### config.mk
export PLATFORM = sky130hd
export DESIGN_NAME = cog_instruction_pipeline
export DESIGN_NICKNAME = d
export VERILOG_FILES = /design/src/hdl/cog_pipe_pkg.sv /design/src/hdl/cog_instruction_pipeline.sv
export VERILOG_INCLUDE_DIRS = /design/src /design/src/hdl
export SDC_FILE = /design/constraint.sdc
export NUM_CORES = 1
export LEC_CHECK = 0
export ABC_CLOCK_PERIOD_IN_PS = 3900
export BUFFER_PORTS_ARGS = -buffer_cell sky130_fd_sc_hd__buf_2
export CAP_MARGIN = 20
export CORE_ASPECT_RATIO = 1.2
export CORE_UTILIZATION = 55
export CTS_BUF_LIST = sky130_fd_sc_hd__clkbuf_8 sky130_fd_sc_hd__clkbuf_16
export CTS_CLUSTER_DIAMETER = 40
export DETAILED_ROUTE_END_ITERATION = 16
export GPL_TIMING_DRIVEN = 0
export PLACE_DENSITY = 0.78
export SLEW_MARGIN = 10
export SYNTH_ARGS = -nofsm -noshare
export SYNTH_HDL_FRONTEND = slang
export SYNTH_SLANG_ARGS = --single-unit
### constraint.sdc
create_clock -name clk -period 3.9 [get_ports clk]
set_input_delay 0.78 -clock clk [delete_from_list [all_inputs] [get_ports clk]]
set_output_delay 0.78 -clock clk [all_outputs]
set_load 0.02 [all_outputs]
### src/hdl/cog_pipe_regs.svh
`ifndef COG_PIPE_REGS_SVH
`define COG_PIPE_REGS_SVH

// instruction word fields
`define OP_HI 31
`define OP_LO 28
`define INSTR_HI 31
`define INSTR_LO 23
`define IMM_BIT 22
`define DST_HI 17
`define DST_LO 9
`define SRC_HI 8
`define SRC_LO 0

// reset values
`define RESET_PC 9'h000

// timing counts, in clock cycles
`define SLOT_CYCLES 4
`define HUB_WINDOW_CYCLES 16
`define HUB_EXEC_CYCLES 2

`endif

### src/hdl/cog_pipe_pkg.sv
package cog_pipe_pkg;

	// one cycle of the slot per state, plus the two hub stall states
	typedef enum logic [5:0] {
		ph_fetch = 6'h01,
		ph_wback = 6'h02,
		ph_src = 6'h04,
		ph_dst = 6'h08,
		ph_hub_wait = 6'h10,
		ph_hub_exec = 6'h20
	} phase_type;

	typedef enum logic [3:0] {
		op_nop = 4'h0,
		op_mov = 4'h1,
		op_add = 4'h2,
		op_sub = 4'h3,
		op_and = 4'h4,
		op_or = 4'h5,
		op_xor = 4'h6,
		op_move_instruction_field = 4'h7,
		op_move_source_field = 4'h8,
		op_move_destination_field = 4'h9,
		op_jump_unconditional = 4'ha,
		op_jump_with_return_save = 4'hb,
		op_decrement_jump_nonzero = 4'hc,
		op_hub_read = 4'hd
	} op_type;

	// one access of the single-ported local memory
	typedef struct packed {
		logic re;
		logic we;
		logic [8:0] addr;
		logic [31:0] wdata;
	} mem_cmd_type;

endpackage : cog_pipe_pkg

### src/hdl/cog_instruction_pipeline.sv
`timescale 1ns/1ps
`include "cog_pipe_regs.svh"

// Contract
// - five stages over six overlapping cycles
// - one instruction every four cycles
// - cycle M fetches instruction at pc
// - cycle M+1 writes previous instruction result
// - immediate flag uses source field, no read
// - otherwise read source operand in M+2
// - read destination operand in M+3
// - M+4 executes while next fetch proceeds
// - M+5 writes result back to memory
// - modifying next instruction runs old copy
// - conditional jumps predicted taken, fetch target
// - not taken: discard fetch, one idle slot
// - unconditional jumps take four cycles
// - hub instruction stalls execute, 7 to 22
// - hub window every 16, then execute
module cog_instruction_pipeline import cog_pipe_pkg::*; #(
	parameter int HUB_EXEC_CYCLES = `HUB_EXEC_CYCLES,
	parameter int HUB_ADDR_W = 16
) (
	input wire logic clk,
	input wire logic rst_b,
	input wire logic ce,
	output mem_cmd_type mem_cmd,
	input wire logic [31:0] mem_rdata,
	output logic hub_req,
	output logic [HUB_ADDR_W-1:0] hub_addr,
	input wire logic hub_grant,
	input wire logic [31:0] hub_rdata,
	output logic [8:0] pc,
	output logic retire
);

	// elaboration-time parameter checks
	// exec_cnt is four bits wide, which bounds HUB_EXEC_CYCLES
	if (HUB_EXEC_CYCLES < 1 || HUB_EXEC_CYCLES > 15) begin : bad_hub_exec
		$error("HUB_EXEC_CYCLES must be 1 to 15");
	end
	if (HUB_ADDR_W < 1 || HUB_ADDR_W > 32) begin : bad_hub_addr
		$error("HUB_ADDR_W must be 1 to 32");
	end

	// slot timing of one instruction n, cycle m being its fetch:
	//   m    fetch n at pc
	//   m+1  write back the result of n-1
	//   m+2  read the source operand, skipped for an immediate
	//   m+3  read the destination operand
	//   m+4  alu settles while n+1 is fetched, so this is m of n+1
	//   m+5  write back the result of n, which is m+1 of n+1
	// two of the six cycles are shared with the neighbours, so the
	// steady state is four cycles a slot.
	// a hub instruction parks between m+3 and m+4 until its window
	// comes round, then spends HUB_EXEC_CYCLES with the memory idle.
	// limitation: no forwarding exists; a result written at m+5 is
	// only seen by an operand read of a later slot, and an instruction
	// that rewrites its direct successor runs the old copy of it.
	// the memory port is one access a cycle, which is why the
	// write-back of n-1 must wait until n has been fetched.

	// sequencer state and the memory command for the next cycle
	phase_type phase;
	phase_type next_phase;
	mem_cmd_type next_cmd;

	// instruction register and the address it came from
	logic [31:0] ir;
	logic ir_valid;
	logic [8:0] cur_pc;
	logic [8:0] next_pc;

	// operands and results; hub_data holds the word the hub returned
	logic [31:0] src_val;
	logic [31:0] dst_val;
	logic [31:0] hub_data;
	logic [31:0] next_result;
	logic next_wb_en;

	// squash drops the predicted fetch of a jump that falls through
	logic squash;
	// counts the hub execute cycles down to one
	logic [3:0] exec_cnt;

	// decoded fields of the instruction register
	op_type op;
	logic imm;
	logic is_jump;

	assign op = op_type'(ir[`OP_HI:`OP_LO]);
	assign imm = ir[`IMM_BIT];
	assign is_jump = (op == op_jump_unconditional) || (op == op_jump_with_return_save) ||
		(op == op_decrement_jump_nonzero);

	// slot sequencer: fetch, write-back of the previous, source, destination
	// the hub states sit between the destination read and the next fetch
	always_comb begin
		next_phase = ph_fetch;
		unique case (phase)
			ph_fetch: next_phase = ph_wback;
			ph_wback: next_phase = ph_src;
			ph_src: next_phase = ph_dst;
			ph_dst: begin
				if (ir_valid && op == op_hub_read) begin
					next_phase = ph_hub_wait;
				end else begin
					next_phase = ph_fetch;
				end
			end
			ph_hub_wait: begin
				// spins until this core's window comes round
				next_phase = hub_grant ? ph_hub_exec : ph_hub_wait;
			end
			ph_hub_exec: begin
				// memory stays idle while the hub word is taken in
				next_phase = (exec_cnt == 4'h1) ? ph_fetch : ph_hub_exec;
			end
			default: next_phase = ph_fetch;
		endcase
	end

	// alu: evaluated during the cycle that also fetches the next instruction
	// every result is ready one cycle before its write-back
	always_comb begin
		next_result = dst_val;
		next_wb_en = ir_valid;
		squash = 1'b0;
		unique case (op)
			op_mov: next_result = src_val;
			op_add: next_result = dst_val + src_val;
			op_sub: next_result = dst_val - src_val;
			op_and: next_result = dst_val & src_val;
			op_or: next_result = dst_val | src_val;
			op_xor: next_result = dst_val ^ src_val;
			op_move_instruction_field: begin
				next_result = {src_val[8:0], dst_val[`INSTR_LO-1:0]};
			end
			op_move_source_field: begin
				next_result = {dst_val[31:`SRC_HI+1], src_val[8:0]};
			end
			op_move_destination_field: begin
				next_result = {dst_val[31:`DST_HI+1], src_val[8:0], dst_val[`SRC_HI:0]};
			end
			op_jump_unconditional: next_wb_en = 1'b0;
			op_jump_with_return_save: begin
				// link address lands in the source field of the destination
				next_result = {dst_val[31:`SRC_HI+1], cur_pc + 9'h001};
			end
			op_decrement_jump_nonzero: begin
				// the fetch of the target is already under way; a zero result
				// throws it away and costs one idle slot
				next_result = dst_val - 32'h1;
				squash = ir_valid && (next_result == 32'h0);
			end
			op_hub_read: next_result = hub_data;
			default: next_wb_en = 1'b0;
		endcase
	end

	// next fetch address: decided once the source operand is known
	// jumps resolve at m+3 from the source operand, so the target is
	// fetched at m+4 with no lost slot; only a fall-through costs one
	always_comb begin
		next_pc = pc;
		if (phase == ph_fetch && squash) begin
			// predicted fetch is discarded, fall through instead
			next_pc = cur_pc + 9'h001;
		end else if (phase == ph_dst && ir_valid) begin
			if (is_jump) begin
				next_pc = src_val[8:0];
			end else begin
				next_pc = cur_pc + 9'h001;
			end
		end
	end

	// memory command for the cycle about to start
	// built one cycle early so the port itself is a register
	always_comb begin
		next_cmd = '0;
		unique case (next_phase)
			ph_fetch: begin
				next_cmd.re = 1'b1;
				next_cmd.addr = next_pc;
			end
			ph_wback: begin
				// write-back trails the fetch, so a rewritten next word is seen stale
				next_cmd.we = next_wb_en;
				next_cmd.addr = ir[`DST_HI:`DST_LO];
				next_cmd.wdata = next_result;
			end
			ph_src: begin
				next_cmd.re = ~imm;
				next_cmd.addr = ir[`SRC_HI:`SRC_LO];
			end
			ph_dst: begin
				next_cmd.re = 1'b1;
				next_cmd.addr = ir[`DST_HI:`DST_LO];
			end
			default: next_cmd = '0;
		endcase
	end

	// state register of the sequencer
	// ce low holds every flop, so a frozen core resumes where it stopped
	always_ff @(posedge clk or negedge rst_b) begin
		if (!rst_b) begin
			phase <= ph_fetch;
		end else if (ce) begin
			phase <= next_phase;
		end
	end

	// memory port, registered so the pins never glitch
	// reset leaves a fetch of the reset address on the port
	always_ff @(posedge clk or negedge rst_b) begin
		if (!rst_b) begin
			mem_cmd <= '{re: 1'b1, we: 1'b0, addr: `RESET_PC, wdata: 32'h0};
		end else if (ce) begin
			mem_cmd <= next_cmd;
		end
	end

	// program counter, frozen during a hub stall
	// pc moves only at the end of m+3 and at a squash; the hub stall
	// states leave it alone so the next fetch is not lost
	always_ff @(posedge clk or negedge rst_b) begin
		if (!rst_b) begin
			pc <= `RESET_PC;
		end else if (ce) begin
			pc <= next_pc;
		end
	end

	// instruction capture; a squashed slot runs as a bubble
	// the word fetched at m+4 is captured before the m+5 write, which
	// is why a rewritten successor still runs in its old form
	always_ff @(posedge clk or negedge rst_b) begin
		if (!rst_b) begin
			ir <= 32'h0;
			ir_valid <= 1'b0;
			cur_pc <= `RESET_PC;
		end else if (ce && phase == ph_fetch) begin
			ir <= mem_rdata;
			ir_valid <= ~squash;
			cur_pc <= pc;
		end
	end

	// operand capture
	// an immediate never looks at mem_rdata, whatever the port returns
	always_ff @(posedge clk or negedge rst_b) begin
		if (!rst_b) begin
			src_val <= 32'h0;
			dst_val <= 32'h0;
		end else if (ce) begin
			if (phase == ph_src) begin
				src_val <= imm ? {23'h0, ir[`SRC_HI:`SRC_LO]} : mem_rdata;
			end
			if (phase == ph_dst) begin
				dst_val <= mem_rdata;
			end
		end
	end

	// hub handshake; request stands for every cycle of the wait
	// the grant is only looked at while the request stands, so a stray
	// grant pulse from the far side is harmless
	// hub_addr is the low part of the source operand, fixed at m+3
	always_ff @(posedge clk or negedge rst_b) begin
		if (!rst_b) begin
			hub_req <= 1'b0;
			hub_addr <= '0;
			hub_data <= 32'h0;
			exec_cnt <= 4'h0;
		end else if (ce) begin
			hub_req <= (next_phase == ph_hub_wait);
			if (phase == ph_dst) begin
				hub_addr <= src_val[HUB_ADDR_W-1:0];
			end
			if (phase == ph_hub_wait && hub_grant) begin
				hub_data <= hub_rdata;
				exec_cnt <= 4'(HUB_EXEC_CYCLES);
			end else if (phase == ph_hub_exec) begin
				exec_cnt <= exec_cnt - 4'h1;
			end
		end
	end

	// completion pulse in the write-back cycle of each real instruction
	// jumps retire too, although op_jump_unconditional writes nothing
	// a squashed slot never retires
	always_ff @(posedge clk or negedge rst_b) begin
		if (!rst_b) begin
			retire <= 1'b0;
		end else if (ce) begin
			retire <= (phase == ph_fetch) && ir_valid;
		end
	end

endmodule : cog_instruction_pipeline

Yosys cells after proc, flatten, opt, wreduce, memory -nomap -nowiden
Cells that the tools add are included.
{"block": "word_totals", "register_bits": 218, "word_cells": 86}
{"block": "classes", "n_addsub": 5, "n_eq_ne": 25, "mux": 17, "n_bitwise": 5, "reduce_logical": 18}
{"operator": "one-hot mux 32 bit (12 select lines)", "count": 1}
{"operator": "two-way mux 32 bit", "count": 2}
{"operator": "one-hot mux 6 bit (6 select lines)", "count": 1}
{"operator": "adder 32 bit", "count": 1}
{"operator": "AND 32 bit", "count": 1}
{"operator": "logical NOT 32 bit", "count": 1}
{"operator": "OR 32 bit", "count": 1}
{"operator": "subtractor 32 x 1 -> 32 bit, second input constant", "count": 1}
{"operator": "subtractor 32 bit", "count": 1}
{"operator": "bitwise XOR 32 bit", "count": 1}
{"operator": "two-way mux 9 bit", "count": 3}
{"operator": "one-hot mux 9 bit (3 select lines)", "count": 1}
{"operator": "== test 4 bit, second input constant", "count": 6}
{"operator": "== test 4 x 3 -> 1 bit, second input constant", "count": 4}
{"operator": "== test 6 x 1 -> 1 bit, second input constant", "count": 2}
{"operator": "== test 6 x 2 -> 1 bit, second input constant", "count": 2}
{"operator": "== test 6 x 3 -> 1 bit, second input constant", "count": 2}
{"operator": "== test 6 x 4 -> 1 bit, second input constant", "count": 2}
{"operator": "== test 6 x 5 -> 1 bit, second input constant", "count": 2}
{"operator": "two-way mux 6 bit", "count": 2}
{"operator": "OR reduction 12 bit", "count": 1}
{"operator": "adder 9 x 1 -> 9 bit, second input constant", "count": 1}
{"operator": "== test 4 x 1 -> 1 bit, second input constant", "count": 2}
{"operator": "== test 4 x 2 -> 1 bit, second input constant", "count": 2}
{"operator": "12 further kinds", "count": 27}

Depth between registers and ports, before layout
{"block": "depth", "word_depth": 7, "mapped_depth": 18}

Worst setup path after synthesis
OpenSTA, ideal clock, no wires.
{"block": "synth_path", "kind": "register to register", "from": "reg ir[29]", "to": "reg mem_cmd[27] (netlist bit)", "setup_ns": 0.139, "arrival_time_ns": 3.739, "t_required_ns": 3.761, "path_slack_ns": 0.022, "path_stages_with_launch": 18, "n_path_buf": 3, "synth_period_minus_slack_ns": 3.878, "path_cell_list": "dfrtp_1 > clkbuf_1 > buf_1 > and2_1 > clkbuf_1 > nand2_1 > o21ai_0 > inv_1 > ha_1 > nor2b_1 > o31a_1 > o2111ai_1 > a21oi_1 > a311oi_1 > nor2_1 > xor2_1 > a221oi_1 > a211oi_1"}
{"block": "synth_via", "elab_chain_len": 6, "word_cells_on_any_way": 18, "cone_classes": "13 x eq/ne; 4 x mux; 1 x reduce/logical"}
{"element": "from (decl)", "line": "cog_instruction_pipeline.sv:69", "source": "logic [31:0] ir;"}
{"element": "from (signal assigned)", "line": "cog_instruction_pipeline.sv:245", "source": "ir <= mem_rdata;"}
{"element": "== test 4 bit", "line": "cog_instruction_pipeline.sv:105, cog_instruction_pipeline.sv:129"}
{"element": "logical AND 1 bit", "line": "cog_instruction_pipeline.sv:105", "source": "if (ir_valid && op == op_hub_read) begin"}
{"element": "two-way mux 5 bit", "line": "cog_instruction_pipeline.sv:105"}
{"element": "one-hot mux 6 bit (6 select lines)", "line": "cog_instruction_pipeline.sv:100", "source": "unique case (phase)"}
{"element": "== test 6 x 2 -> 1 bit", "line": "cog_instruction_pipeline.sv:182", "source": "unique case (next_phase)"}
{"element": "two-way mux 32 bit *", "line": "cog_instruction_pipeline.sv:182"}
{"element": "to (signal assigned)", "line": "cog_instruction_pipeline.sv:219", "source": "mem_cmd <= '{re: 1'b1, we: 1'b0, addr: `RESET_PC, wdata: 32'h0};"}
{"element": "to (signal assigned)", "line": "cog_instruction_pipeline.sv:221", "source": "mem_cmd <= next_cmd;"}
{"element": "to (decl)", "line": "cog_instruction_pipeline.sv:27", "source": "output mem_cmd_type mem_cmd,"}
Every way passes the cells marked *; elsewhere a longest branch is shown, timed or not.
A chain may end at the register's enable or synchronous reset.

Worst setup path after layout
{"block": "layout_path", "from": "reg src_val[5]", "to": "reg mem_cmd[27] (netlist bit)"}
{"block": "layout_via", "elab_chain_len": 3, "word_cells_on_any_way": 4, "cone_classes": "2 x add/sub; 2 x mux"}
{"element": "from (decl)", "line": "cog_instruction_pipeline.sv:75", "source": "logic [31:0] src_val;"}
{"element": "from (signal assigned)", "line": "cog_instruction_pipeline.sv:259", "source": "src_val <= imm ? {23'h0, ir[`SRC_HI:`SRC_LO]} : mem_rdata;"}
{"element": "subtractor 32 bit or adder 32 bit (tied branches)", "line": "cog_instruction_pipeline.sv:132, cog_instruction_pipeline.sv:131"}
{"element": "one-hot mux 32 bit (12 select lines) *", "line": "cog_instruction_pipeline.sv:129", "source": "unique case (op)"}
{"element": "two-way mux 32 bit *", "line": "cog_instruction_pipeline.sv:182"}
Marks and branches as above.

==> results_dict.tcl <==
set metrics [dict create \
    diodes 0 \
    cts_buffers 28 \
    p_int_w 0.00607 \
    max-vdd-ir-drop_mv 0.496 \
    htreeDepth 1 \
    clk_path_buf_depth 3 \
    finalHoldViolCount 0 \
    grt_max_degree 115 \
    die_h_um 179 \
    synth_ff_type "dfrtp_1" \
    wl_per_cell_um 26.4 \
    required_ns 4.31 \
    port-buffer-count 136 \
    rsz0062_at_grt "true" \
    antenna_left 0 \
    gr-total-overflow 0 \
    clk_pin_slew_worst_paths_ns 0.06 \
    setup_viol 10 \
    ys_ff_latch 209 \
    drive_gt1_share_pct 22.2 \
    cts_sinks 209 \
    post-route-min-period_ns 4.10 \
    critical_path_class "flop to flop" \
    fin_ws_ns -0.201 \
    drt_iter0_drc 1717 \
    tns_ns -0.619 \
    grt_pass1_wl_mm 85.8 \
    synthAdderAreaFrac_pct 8.90 \
    cts_hold_buffers 0 \
    drt-pass1-iter-count 7 \
    final_common_cell "nand2_1" \
    die-area_mm2 0.0269 \
    worstSetupStartpointType "flop" \
    swShare_pct 44.1 \
    r2r_cells 17 \
    yosysSeqAreaShare_pct 36.3 \
    relSlewSlack_pct 22.2 \
    period_share_pct 105 \
    holdWs_ns 0.236 \
    p_leak_nw 8.21 \
    cts_tree "built" \
    ff2ff_setup_slack_ns -0.20 \
    nets 2057 \
    p_switching_w 0.00480 \
    ioPinCount 138 \
    cts_root_buf "clkbuf_16" \
    via_per_inst 6.54 \
    cp.arrival_ns 4.51 \
    startpoint "src_val[5]" \
    violations "setup timing" \
    most-common-layout-cells "nand2_1, dfrtp_1, buf_2" \
    ys_types 82 \
    synthCells 1678 \
    synth.area.mux_share_pct 4.25 \
    async_reset_ff_share_pct 100 \
    synth-simple-area-share_pct 18.9 \
    p_seq_share_pct 29.9 \
    drc 0 \
    areaGrowthSynthToFinish_pct 21.7 \
    synth-compound-area-share_pct 21.4 \
    endpoint_kind "flop" \
    synth.avg_cell_area_um2 8.59 \
    synth_xor_area_share_pct 5.09 \
    r2r_end "mem_cmd[27]" \
    place_hpwl_mm 42.9 \
    start_util_pct 56.3 \
    routed_wl_mm 59.2 \
    place_congestion 1.00 \
    synth-edff-count 0 \
    clk_latency_ns 0.57 \
    yosys_warnings 0 \
    r2r_start "src_val[5]" \
    worst_pin_slew_ns 1.16 \
    antenna_found_initial 0 \
    synthesis.nets 1848 \
    fin_skew_ns 0.0181 \
    synth_top_family_by_area "compound AO/OA/AOI/OAI gates" \
    std_cell_rows 64 \
    grt_use_total_pct 43.7 \
    critPathMaxFanout 6 \
    num_vias 14700 \
    status "finished, violations left" \
    netlist_area_mm2 0.0144 \
    drv_cap 0 \
    fin_util_pct 68.5 \
    die_w_um 150 \
    p_comb_share_pct 44.7 \
    slew_viol_final 0 \
    power_density_mw_per_mm2 620 \
    hp-class "primary input to async pin" \
    fmax_ghz 0.244 \
    coreArea_mm2 0.0256 \
    first_global_vias 14000 \
    pwr-share-clk_pct 25.4 \
]
how the worst max path moves through the flow:
| stage | end | slack [ns] |
|---|---|---|
| 4_1_cts | mem_cmd[27] | -0.08 |
| 2_1_floorplan | mem_cmd[27] | 0.02 |
| 6_report | mem_cmd[27] | -0.20 |
| 5_1_grt | mem_cmd[27] | -0.25 |
| 3_3_place_gp | mem_cmd[27] | -1.95 |
| 3_5_place_dp | mem_cmd[27] | -1.97 |
power by group through the flow:
stage / Combinational, W / Sequential (W) / Clock, W
after floorplan: 0.00278 / 0.00315 / 0
after global placement: 0.00426 / 0.00321 / 0
after detailed placement: 0.00432 / 0.00322 / 0
after CTS: 0.00442 / 0.00323 / 0.00276
after global routing: 0.00515 / 0.00328 / 0.00285
final: 0.00486 / 0.00325 / 0.00276
Yosys cell counts, drive strengths merged, types with 13 or more instances:
library cell,number,share of area (%)
nand2,324,8.4
dfrtp,207,36
o21ai,117,4.1
ha,101,8.8
nor2,92,2.4
clkbuf,90,2.6
inv,83,2.2
a21oi,71,2.7
xnor2,61,3.8
nand3,48,1.7
mux2,42,3.3
a221oi,38,2.3
a22oi,30,1.6
nand2b,29,1.3
a31oi,25,1.1
nor3,23,0.80
xor2,22,1.3
a21o,16,0.83
nor4,16,0.95
a221o,15,1.0
o2bb2ai,15,0.91
mux2i,14,0.97
nand4,13,0.56
final cells by class:
| cell class | count | area [um^2] |
|---|---|---|
| repair buffers | 193 | 1150 |
| plain buffers | 87 | 443 |
| inverters | 83 | 312 |
| flip-flops and latches | 209 | 5250 |
| clock buffers | 31 | 753 |
| clock inverters | 21 | 244 |
| well taps | 330 | 413 |
| multi-input cells | 1285 | 8980 |
| fillers | 2137 | 8080 |
flip-flops by register name (all words and copies together) (netlist names):
name and flops:
hub_addr 16, ir 23, phase 6, hub_data 32, exec_cnt 4, mem_cmd 43
dst_val 32, cur_pc 9, hub_req 1, pc 9, retire 1, src_val 32
ir_valid 1
what timing repair did:
action	in CTS	in global routing
pin swaps	7	34
buffers inserted	15	40
gates resized for setup	84	66
endpoints found under the setup margin	47	31
metrics by stage:
step	setup slack, ns	total power [W]	instance area, um^2	cells
finish	-0.201	0.0109	17500	2239
global route	-0.245	0.0113	17500	2239
CTS	-0.0825	0.0104	16900	2202
detailed placement	-1.97	0.00754	15500	2145
global placement	-1.95	0.00747	15500	2144
floorplan	0.0219	0.00593	14400	1678
routing by layer:
metal | global-route usage, % | vias up | share of wire (%)
li1 | - | 6441 | -
met1 | 54.5 | 7103 | 38
met2 | 67.3 | 865 | 44
met3 | 9.59 | 242 | 10
met4 | 30.8 | 0 | 7.3
met5 | 0 | - | 0
worst max-delay path: stages, from the launching register on:
cell      delay, ns
dfrtp_1        0.40
buf_8          0.14
nor4_4         0.34
and3_4         0.27
nand3_4        0.13
nor2_4         0.22
a41oi_2        0.15
xnor2_1        0.20
ha_2           0.34
a21oi_2        0.14
o21bai_1       0.10
a21oi_2        0.24
o22ai_2        0.13
a311oi_4       0.40
nor2_2         0.08
xor2_1         0.19
a221oi_2       0.39
a211oi_1       0.08
logic make-up after synthesis:
family | after synthesis
fa+ha+maj | 102
xor+xnor | 83
flops | 209
buf+inv | 184
compound gates | 445
simple gates | 599
mux | 56
Power figures use the tool's default switching activity.
